## src/include/cajx_pkg.sv

```systemverilog
// Constants and types shared by the jump and arithmetic execute unit.
// Assumes a 16-bit core with one address space and byte-addressed program words.
package cajx_pkg;

  localparam int DATA_W = 16;

  // Status word bit positions (masks 1, 2, 4, 8 map to bits 0..3).
  localparam int SW_CARRY_BIT = 0;
  localparam int SW_ZERO_BIT  = 1;
  localparam int SW_NEG_BIT   = 2;
  localparam int SW_GIE_BIT   = 3;
  localparam int SW_CORE_HALT_BIT_BIT = 4;
  localparam int SW_OSCILLATOR_HALT_BIT_BIT = 5;
  localparam int SW_OVF_BIT   = 8;
  localparam logic [15:0] SW_RESET = 16'h0000;

  // Jump word layout.
  localparam logic [2:0] JUMP_PREFIX = 3'b001;
  localparam int JMP_PREFIX_HI = 15;
  localparam int JMP_PREFIX_LO = 13;
  localparam int JMP_COND_HI   = 12;
  localparam int JMP_COND_LO   = 10;
  localparam int JMP_OFS_HI    = 9;
  localparam int JMP_OFS_W     = 10;
  localparam logic [15:0] PC_STEP = 16'h0002;

  // Double-operand word layout.
  localparam int OP_HI   = 15;
  localparam int OP_LO   = 12;
  localparam int SIZE_BIT = 6;

  typedef enum logic [2:0] {
    JC_NOT_EQUAL   = 3'b000,
    JC_EQUAL       = 3'b001,
    JC_NO_CARRY    = 3'b010,
    JC_CARRY       = 3'b011,
    JC_NEGATIVE    = 3'b100,
    JC_SIGNED_GE   = 3'b101,
    JC_SIGNED_LT   = 3'b110,
    JC_ALWAYS      = 3'b111
  } cajx_jcond_t;

  // Double-operand opcodes handled here; others pass status unchanged.
  localparam logic [3:0] OPC_MOV  = 4'h4;
  localparam logic [3:0] OPC_ADD  = 4'h5;
  localparam logic [3:0] OPC_ADD_WITH_CARRY_OP = 4'h6;
  localparam logic [3:0] OPC_XOR  = 4'he;
  localparam logic [3:0] OPC_BIC  = 4'hc;
  localparam logic [3:0] OPC_AND  = 4'hf;

  typedef struct packed {
    logic [15:0] instr;
    logic [15:0] pc;
    logic [15:0] src;
    logic [15:0] dst;
    logic        dst_is_pc;
  } cajx_req_t;

  typedef struct packed {
    logic [15:0] result;
    logic        result_we;
    logic [15:0] pc_next;
    logic        taken;
  } cajx_rsp_t;

endpackage

```

## src/rtl/cajx_exec.sv

```systemverilog
// Execute stage for relative jumps and add, add-with-carry, and, bit-clear, xor and move.
// Assumes the fetch side presents one decoded word with fetched operands per valid cycle.
`timescale 1ns/100ps

// How it works
// - Jump reach is -511..+512 words around instruction.
// - Taken jump: pc plus 2 plus twice offset.
// - Untaken jump: continue with next sequential word.
// - Jumps leave all four arithmetic flags unchanged.
// - Conditions: carry, no carry, zero, nonzero, negative, always.
// - Signed ge/lt test negative xor overflow.
// - Carry, zero, negative, interrupt enable at masks 1,2,4,8.
// - Byte mark selects 8-bit operands, else 16-bit.
// - Add stores sum and sets all four flags.
// - Add with carry includes incoming carry flag.
// - Adding carry alone carries only on wrap.
// - And sets n, z, carry not zero, clears overflow.
// - Bit clear stores inverted source and destination, flags kept.
// - Mode bits are never touched by these operations.
// - Invert, shift, rotate come from xor and add forms.
// - Move into program counter acts as a branch.
// - Jump word: 3-bit prefix, 3 condition bits, 10-bit offset.
// - Size bit one means byte, zero means word.
module cajx_exec
  import cajx_pkg::*;
(
  input  wire logic        core_clk,
  input  wire logic        rst,
  input  wire logic        req_valid,
  input  wire cajx_req_t   req,
  input  wire logic        sw_load,
  input  wire logic [15:0] sw_load_data,
  output logic             rsp_valid,
  output cajx_rsp_t        rsp,
  output logic [15:0]      status_word
);

  function automatic logic is_jump(input logic [15:0] w);
    is_jump = (w[JMP_PREFIX_HI:JMP_PREFIX_LO] == JUMP_PREFIX);
  endfunction

  cajx_rsp_t   rsp_d, rsp_q;
  logic        vld_d, vld_q;
  logic [15:0] sw_d, sw_q;

  logic        byte_op;
  logic [3:0]  opc;
  logic [16:0] sum;
  logic [15:0] res;
  logic [15:0] src_m, dst_m;
  logic        res_msb, src_msb, dst_msb, cout, zero;
  logic        cond;
  logic [15:0] ofs_ext;
  cajx_jcond_t jc;

  always_comb begin
    rsp_d   = rsp_q;
    vld_d   = req_valid;
    sw_d    = sw_q;
    opc     = req.instr[OP_HI:OP_LO];
    byte_op = req.instr[SIZE_BIT];
    src_m   = byte_op ? {8'h00, req.src[7:0]} : req.src;
    dst_m   = byte_op ? {8'h00, req.dst[7:0]} : req.dst;
    sum     = {1'b0, src_m} + {1'b0, dst_m}
              + {16'h0000, (opc == OPC_ADD_WITH_CARRY_OP) ? sw_q[SW_CARRY_BIT] : 1'b0};
    res     = 16'h0000;
    jc      = cajx_jcond_t'(req.instr[JMP_COND_HI:JMP_COND_LO]);
    cond    = 1'b0;
    // Sign extension happens before the shift so negative offsets keep their range.
    ofs_ext = {{(DATA_W - JMP_OFS_W){req.instr[JMP_OFS_HI]}}, req.instr[JMP_OFS_HI:0]};
    unique case (jc)
      JC_NOT_EQUAL: cond = ~sw_q[SW_ZERO_BIT];
      JC_EQUAL:     cond = sw_q[SW_ZERO_BIT];
      JC_NO_CARRY:  cond = ~sw_q[SW_CARRY_BIT];
      JC_CARRY:     cond = sw_q[SW_CARRY_BIT];
      JC_NEGATIVE:  cond = sw_q[SW_NEG_BIT];
      JC_SIGNED_GE: cond = (sw_q[SW_NEG_BIT] ^ sw_q[SW_OVF_BIT]) == 1'b0;
      JC_SIGNED_LT: cond = (sw_q[SW_NEG_BIT] ^ sw_q[SW_OVF_BIT]) == 1'b1;
      JC_ALWAYS:    cond = 1'b1;
    endcase
    unique case (opc)
      OPC_ADD, OPC_ADD_WITH_CARRY_OP: res = sum[15:0];
      OPC_AND:           res = src_m & dst_m;
      OPC_BIC:           res = ~src_m & dst_m;
      OPC_XOR:           res = src_m ^ dst_m;
      default:           res = src_m;
    endcase
    if (byte_op) begin
      res = {8'h00, res[7:0]};
    end
    res_msb = byte_op ? res[7] : res[15];
    src_msb = byte_op ? src_m[7] : src_m[15];
    dst_msb = byte_op ? dst_m[7] : dst_m[15];
    cout    = byte_op ? sum[8] : sum[16];
    zero    = (res == 16'h0000);
    if (req_valid) begin
      rsp_d.taken     = 1'b0;
      rsp_d.result    = res;
      rsp_d.result_we = 1'b0;
      rsp_d.pc_next   = req.pc + PC_STEP;
      if (is_jump(req.instr)) begin
        // Flags are deliberately not written on this path.
        if (cond) begin
          rsp_d.taken   = 1'b1;
          rsp_d.pc_next = req.pc + PC_STEP + {ofs_ext[14:0], 1'b0};
        end
      end else begin
        rsp_d.result_we = 1'b1;
        if (req.dst_is_pc) begin
          // A write to the program counter is a branch (pop to pc gives return).
          rsp_d.taken   = 1'b1;
          rsp_d.pc_next = res;
        end
        // Only bits 0..2 and 8 change; mode bits stay put.
        unique case (opc)
          OPC_ADD, OPC_ADD_WITH_CARRY_OP: begin
            sw_d[SW_NEG_BIT]   = res_msb;
            sw_d[SW_ZERO_BIT]  = zero;
            sw_d[SW_CARRY_BIT] = cout;
            sw_d[SW_OVF_BIT]   = (src_msb == dst_msb) && (res_msb != src_msb);
          end
          OPC_AND, OPC_XOR: begin
            sw_d[SW_NEG_BIT]   = res_msb;
            sw_d[SW_ZERO_BIT]  = zero;
            sw_d[SW_CARRY_BIT] = ~zero;
            sw_d[SW_OVF_BIT]   = (opc == OPC_XOR) ? (src_msb & dst_msb) : 1'b0;
          end
          default: begin
          end
        endcase
      end
    end
    if (sw_load) begin
      sw_d = sw_load_data;
    end
  end

  always_ff @(posedge core_clk) begin
    if (rst) begin
      rsp_q <= '0;
      vld_q <= 1'b0;
      sw_q  <= SW_RESET;
    end else begin
      rsp_q <= rsp_d;
      vld_q <= vld_d;
      sw_q  <= sw_d;
    end
  end

  assign rsp         = rsp_q;
  assign rsp_valid   = vld_q;
  assign status_word = sw_q;

endmodule

```

## config.mk

```make
export PLATFORM = sky130hd
export DESIGN_NAME = cajx_exec
export DESIGN_NICKNAME = d
export VERILOG_FILES = /design/src/include/cajx_pkg.sv /design/src/rtl/cajx_exec.sv
export SDC_FILE = /design/constraint.sdc
export NUM_CORES = 1
export LEC_CHECK = 0
export BUFFER_PORTS_ARGS = -buffer_cell sky130_fd_sc_hd__buf_4
export CAP_MARGIN = 20
export CORE_MARGIN = 1
export CORE_UTILIZATION = 30
export CTS_BUF_LIST = sky130_fd_sc_hd__clkbuf_2 sky130_fd_sc_hd__clkbuf_4 sky130_fd_sc_hd__clkbuf_8
export DETAILED_ROUTE_END_ITERATION = 8
export GPL_TIMING_DRIVEN = 0
export PLACE_DENSITY = 0.58
export SYNTH_ARGS = -nofsm -noshare
export SYNTH_HDL_FRONTEND = slang
export SYNTH_SLANG_ARGS = --single-unit
export TNS_END_PERCENT = 100
```

## constraint.sdc

```tcl
create_clock -name core_clk -period 6 [get_ports core_clk]
set_clock_uncertainty 0.1 [all_clocks]
set_input_delay 0.9 -clock core_clk [delete_from_list [all_inputs] [get_ports core_clk]]
set_output_delay 0.9 -clock core_clk [all_outputs]
set_load 0.005 [all_outputs]
```

# Yosys cells after proc, flatten, opt, wreduce, memory -nomap -nowiden
# Cells that the tools add are included.
[word_totals]
reg_bits = 51
latchBits = 0
ram_bits = 0
romBits = 0
inputBits = 85
out_inout_bits = 51
wordCells = 67
mem_count = 0
[classes]
n_addsub = 4
multipliers = 0
n_div = 0
n_lt_le_gt_ge = 0
n_eq_ne = 16
n_shift = 0
n_mux = 22
n_bitwise = 10
n_reduce_logical = 8
[op_table]
columns = ["operator", "n"]
rows = [
  ["one-hot mux 16 bit (4 select lines)", 1],
  ["two-way mux 17 bit", 3],
  ["two-way mux 16 bit", 3],
  ["bitwise AND 16 bit", 2],
  ["adder 16 x 16 -> 17 bit", 1],
  ["adder 17 x 1 -> 17 bit", 1],
  ["adder 16 bit", 1],
  ["adder 16 x 2 -> 16 bit, second input constant", 1],
  ["zero test 16 bit", 1],
  ["NOT 16 bit", 1],
  ["bitwise XOR 16 bit", 1],
  ["equality test 3 bit, second input constant", 4],
  ["equality test 4 bit, second input constant", 3],
  ["two-way mux 1 bit", 9],
  ["two-way mux 9 bit", 1],
  ["equality test 4 x 3 -> 1 bit, second input constant", 2],
  ["one-hot mux 1 bit (8 select lines)", 1],
  ["equality test 3 x 1 -> 1 bit, second input constant", 2],
  ["equality test 3 x 2 -> 1 bit, second input constant", 2],
  ["two-way mux 3 bit", 2],
  ["one-hot mux 3 bit (2 select lines)", 1],
  ["NOT 1 bit", 4],
  ["OR reduction 2 bit", 2],
  ["zero test 3 bit", 1],
  ["other kinds (10)", 10],
]

# Depth between registers and ports, before layout
[logic_depth]
depth_word = 12
mapped_depth = 16
ltp_nobuf = 15

# Worst setup path after synthesis
# Ideal clock, no wire load.
[synth_timing]
path_kind = "input port to flip-flop"
from = "in req[64] in the netlist's numbering"
to = "reg sw_q[0] (netlist: status_word[0])"
setup_time_ps = 134
arrival_ps = 4378
path_slack_ps = 1388
path_stages = 15
path_buffers = 2
cell_sequence = "buf_2 > clkbuf_1 > nand4b_1 > fa_1 > inv_1 > fa_1 > a211oi_1 > nor2_1 > o21ai_1 > xor2_1 > a2111oi_0 > or4b_1 > or4_1 > o41ai_1 > a211oi_1"
[synth_between]
elab_chain_len = 11
elab_cells_between_ends = 22
[synth_rtl]
columns = ["item", "line_no", "source"]
rows = [
  ["start: declaration", "cajx_exec.sv:30", "input wire cajx_req_t req,"],
  ["equality test 4 x 3 -> 1 bit", "cajx_exec.sv:65, cajx_exec.sv:81, cajx_exec.sv:115", ""],
  ["two-way mux 1 bit", "cajx_exec.sv:65", "+ {16'h0000, (opc == OPC_ADD_WITH_CARRY_OP) ? sw_q[SW_CARRY_BIT] : 1'b0};"],
  ["adder 17 x 1 -> 17 bit", "cajx_exec.sv:65", ""],
  ["one-hot mux 16 bit (4 select lines)", "cajx_exec.sv:81", "unique case (opc)"],
  ["two-way mux 16 bit", "cajx_exec.sv:88", "if (byte_op) begin"],
  ["zero test 16 bit", "cajx_exec.sv:95", "zero = (res == 16'h0000);"],
  ["NOT 1 bit", "cajx_exec.sv:125", "sw_d[SW_CARRY_BIT] = ~zero;"],
  ["one-hot mux 3 bit (2 select lines)", "cajx_exec.sv:115", "unique case (opc)"],
  ["two-way mux 3 bit", "cajx_exec.sv:101", "if (is_jump(req.instr)) begin"],
  ["two-way mux 3 bit", "cajx_exec.sv:96", "if (req_valid) begin"],
  ["two-way mux 9 bit", "cajx_exec.sv:133", "if (sw_load) begin"],
  ["end signal: assignment", "cajx_exec.sv:146", "sw_q <= sw_d;"],
  ["end: declaration", "cajx_exec.sv:44", "logic [15:0] sw_d, sw_q;"],
]
# Several ways; a longest one is shown, not always the timed one. The select of a mux whose other input is x is not followed.
# A chain may end at the register's enable or synchronous reset.

# Worst setup path in the final report
[layout_timing]
from = "in req[55] in the netlist's numbering"
to = "reg sw_q[1] (netlist: status_word[1])"
[layout_between]
elab_chain_len = 10
elab_cells_between_ends = 15
[layout_rtl]
columns = ["item", "line_no"]
rows = [
  ["two-way mux 16 bit, on equally long branches", "cajx_exec.sv:62, cajx_exec.sv:63"],
  ["adder 16 x 16 -> 17 bit / NOT 16 bit (equally long branches)", "cajx_exec.sv:64, cajx_exec.sv:84"],
  ["adder 17 x 1 -> 17 bit / bitwise AND 16 bit (equally long branches)", "cajx_exec.sv:65, cajx_exec.sv:84"],
  ["one-hot mux 16 bit (4 select lines)", "cajx_exec.sv:81"],
  ["two-way mux 16 bit (*)", "cajx_exec.sv:88"],
  ["zero test 16 bit (*)", "cajx_exec.sv:95"],
  ["one-hot mux 3 bit (2 select lines) (*)", "cajx_exec.sv:115"],
  ["two-way mux 3 bit (*)", "cajx_exec.sv:101"],
  ["two-way mux 3 bit (*)", "cajx_exec.sv:96"],
  ["two-way mux 9 bit (*)", "cajx_exec.sv:133"],
]
# Mark *: on every way between the ends. The rest lies on a longest branch, timed or not. The select of a mux whose other input is x is not followed.

==> flow_summary.yaml <==
sta:
  slew_violations: 0
  setup_viol: 0
  hold_viol: 0
  period_share_pct: 90.34
  relSlewSlack_pct: 34.74
  max_freq_ghz: 0.1845
  rsz0062_at_grt: "no"
  holdWs_ns: 0.3711
  tightest_slew_ns: 0.9543
  finalSetupTns_ns: 0
  min_period_ns: 5.421
floorplan:
  core_area_um2: 15890
  dieArea_um2: 16770
  die_x_um: 129.5
  die_y_um: 129.5
  io_pins: 136
  rows: 46
  start_util_pct: 30.70
worst_setup_path:
  startpoint_type: "primary input"
  critPathRequiredTime_ns: 6.12
  r2r_cells: 13
  crit_type: "in -> reg"
  crit_path_frequent_cell: "clkbuf_1"
  crit_fanout: 10
  cp_cell_sequence: "buf_4 > clkbuf_1 > clkbuf_1 > clkbuf_1 > nor2b_1 > ha_1 > clkbuf_1 > and3_1 > o211ai_1 > a21oi_1 > o21ai_0 > xor2_1 > a2111oi_0 > or4_1 > nor4b_1 > o31a_1"
  max_stage_delay_ns: 0.87
  arrival_ns: 5.54
  worstSetupEndpointType: "flop"
  cp_slowest_cell: "a2111oi_0"
detailed_routing:
  drt_iter0_markers: 389
  wl_per_cell_um: 17.19
  via_per_inst: 5.331
  first_pass_iters: 5
  drc: 0
  route.antenna.remaining_nets: 0
  wirelength_mm: 17.22
  num_vias: 5342
grt:
  antenna_found_initial: 0
  grt_start_max_net_pins: 19
  grt_pass1_vias: 5080
  grt_usage_pct: 20.53
  grt_pass1_wl_mm: 26.50
  grt_overflow: 0
  met1_usage_pct: 27.78
  grtUsageMet2_pct: 32.99
  grt_busiest_layer: "met2"
  grt_use_met3_pct: 4.624
yosys:
  synth_ff_type: "dfxtp_1"
  synth_edf_count: 0
  synth_cell_types: 71
  synth_async_sr_flop_share_pct: 0
  ys_warn_count: 0
  mappedNetlistNets: 765
  synthTopCellsByArea: "dfxtp_1 (21%), ha_1 (8.2%), nor2_1 (6.5%)"
  synthCells: 645
  synth.top_cell.area_share_pct: 20.93
  yosysTopAreaCell: "dfxtp_1"
  ys_ff_latch: 51
  netlist_area_um2: 4877
  syn_avg_cell_area_um2: 7.562
  ys_seq_area_share_pct: 20.93
pwr:
  p_total_uw: 1037
  powerDensity_nw_per_um2: 166.2
  vdd_drop_max_mv: 0.09763
  p_leak_uw: 0.002720
clocking:
  post_cts.repair.setup_buffers: 0
  cts-root-buf: "clkbuf_8"
  cts-resized-gates: 0
  cts_buffers: 5
  insertion_delay_ns: 0.31
  cts_hold_buf: 0
  htree_num_levels: 2
  clkTransAtPathRegs_ns: 0.11
  cts_sinks: 51
  clockBufferDepth: 2
  cts_tree: "done"
final_layout:
  drive_gt1_share_pct: 20.48
  stdcell_area_um2: 6238
  antenna_cells: 0
  area_delta_synth_final_pct: 27.91
  nets: 905
outcome:
  status: "finished clean"
placed_design:
  routabilityCongestion: 0.8774
  io_buffers: 132
  dp_hpwl_mm: 13.77
  placed_cell_area_um2: 6142
job:
  maxCapViolations: 0
worst_hold_path:
  hold_path.class: "reg -> reg"
  holdPathStages: 2
## stage by stage
step	cells	util [%]	setup slack, ns
floorplan	645	-	1.388
global placement	993	38.64	0.2114
detailed placement	994	38.67	0.3607
CTS	1002	39.27	0.6961
global route	1002	39.27	0.2118
finish	1002	39.27	0.5794
## placed cells by master (no fill, tap or decap), types with 4 or more instances in the layout
master / count
a2111oi_0: 4
a211o_1: 7
a211oi_1: 20
a21o_1: 10
a21oi_1: 42
a221o_1: 4
a221oi_1: 7
a22oi_1: 9
a311oi_1: 5
a31oi_1: 4
and3_1: 9
buf_2: 4
buf_4: 133
buf_6: 4
clkbuf_1: 28
clkbuf_8: 5
dfxtp_1: 51
ha_1: 32
inv_1: 16
mux2i_1: 23
nand2_1: 46
nand2b_1: 9
nand3_1: 15
nand3b_1: 6
nand4_1: 6
nor2_1: 85
nor2b_1: 28
nor3_1: 21
nor3b_1: 4
o211ai_1: 7
o21ai_0: 31
or3_1: 9
xnor2_1: 18
xor2_1: 14
## where the power goes
part,switching [uW],leakage [uW],internal (uW)
Combinational,239,0.00225,197
Sequential,17.0,0.000421,363
Clock,135,0.0000467,86.8
Total,390,0.00272,646
## worst paths after layout
| path | slack [ns] | start | end |
|---|---|---|---|
| worst min-delay path | 0.37 | rsp[10] | rsp[10] |
| worst max-delay path | 0.58 | req[55] | status_word[1] |
| worst max register to register | 1.72 | status_word[0] | status_word[0] |
| worst min register to register | 0.37 | rsp[10] | rsp[10] |
## per-layer routing
layer | vias up | share of wire [%]
met5 | - | 0
met4 | 0 | 1.9
met3 | 24 | 7.5
met2 | 192 | 44
met1 | 2449 | 47
li1 | 2677 | -
## flip-flops by register name (all words and copies together), names as in the netlist
| signal | count |
|---|---|
| rsp | 34 |
| status_word | 16 |
| rsp_valid | 1 |
## logic make-up after synthesis
group,count (synthesis),synth area share [%]
AO/OA/AOI/OAI,186,26.50
XOR/XNOR,32,5.747
adder cells (fa/ha/maj),35,9.441
buffers and inverters,54,4.951
flip-flops,51,20.93
multiplexers,25,5.182
AND/OR/NAND/NOR,262,27.25
## cell usage after synthesis, types with 3 or more instances
| library cell | n |
|---|---|
| or3b_2 | 3 |
| a221oi_1 | 7 |
| a311oi_1 | 5 |
| o21ai_0 | 31 |
| nor2b_1 | 28 |
| or2_2 | 3 |
| clkbuf_1 | 28 |
| nand4b_1 | 3 |
| nand4_1 | 6 |
| nor2_1 | 85 |
| a21o_1 | 10 |
| buf_2 | 4 |
| inv_1 | 16 |
| a32oi_1 | 3 |
| nor3_1 | 21 |
| ha_1 | 32 |
| a221o_1 | 4 |
| dfxtp_1 | 51 |
| and3_1 | 9 |
| or3_1 | 9 |
| mux2i_1 | 23 |
| a21oi_1 | 42 |
| a211o_1 | 7 |
| fa_1 | 3 |
| a2111oi_0 | 4 |
| nand3b_1 | 6 |
| a22oi_1 | 9 |
| nand3_1 | 15 |
| nor4b_1 | 3 |
| buf_6 | 4 |
| nor3b_1 | 4 |
| and2_1 | 3 |
| a211oi_1 | 20 |
| a31oi_1 | 4 |
| xor2_1 | 14 |
| a2111o_1 | 3 |
| nand2b_1 | 9 |
| o31ai_1 | 3 |
| o211ai_1 | 7 |
| xnor2_1 | 18 |
| nand2_1 | 46 |
## layout make-up
type / instances / area (um2)
clock buffer: 5 / 68.82
multi-input combinational: 540 / 3615
buffer: 38 / 181.4
tap: 216 / 270.3
clock inverter: 3 / 27.53
fill: 1757 / 9647
sequential: 51 / 1021
timing repair buffer: 133 / 994.7
inverter: 16 / 60.06
## worst max-delay path: cells and delay by family
family                   cells  cell delay (ns)
AND/OR/NAND/NOR              4             0.75
buffers and inverters        5             1.70
adder cells (fa/ha/maj)      1             0.29
XOR/XNOR                     1             0.16
AO/OA/AOI/OAI                5             1.75
No activity file was read; power rests on OpenSTA's default activity.
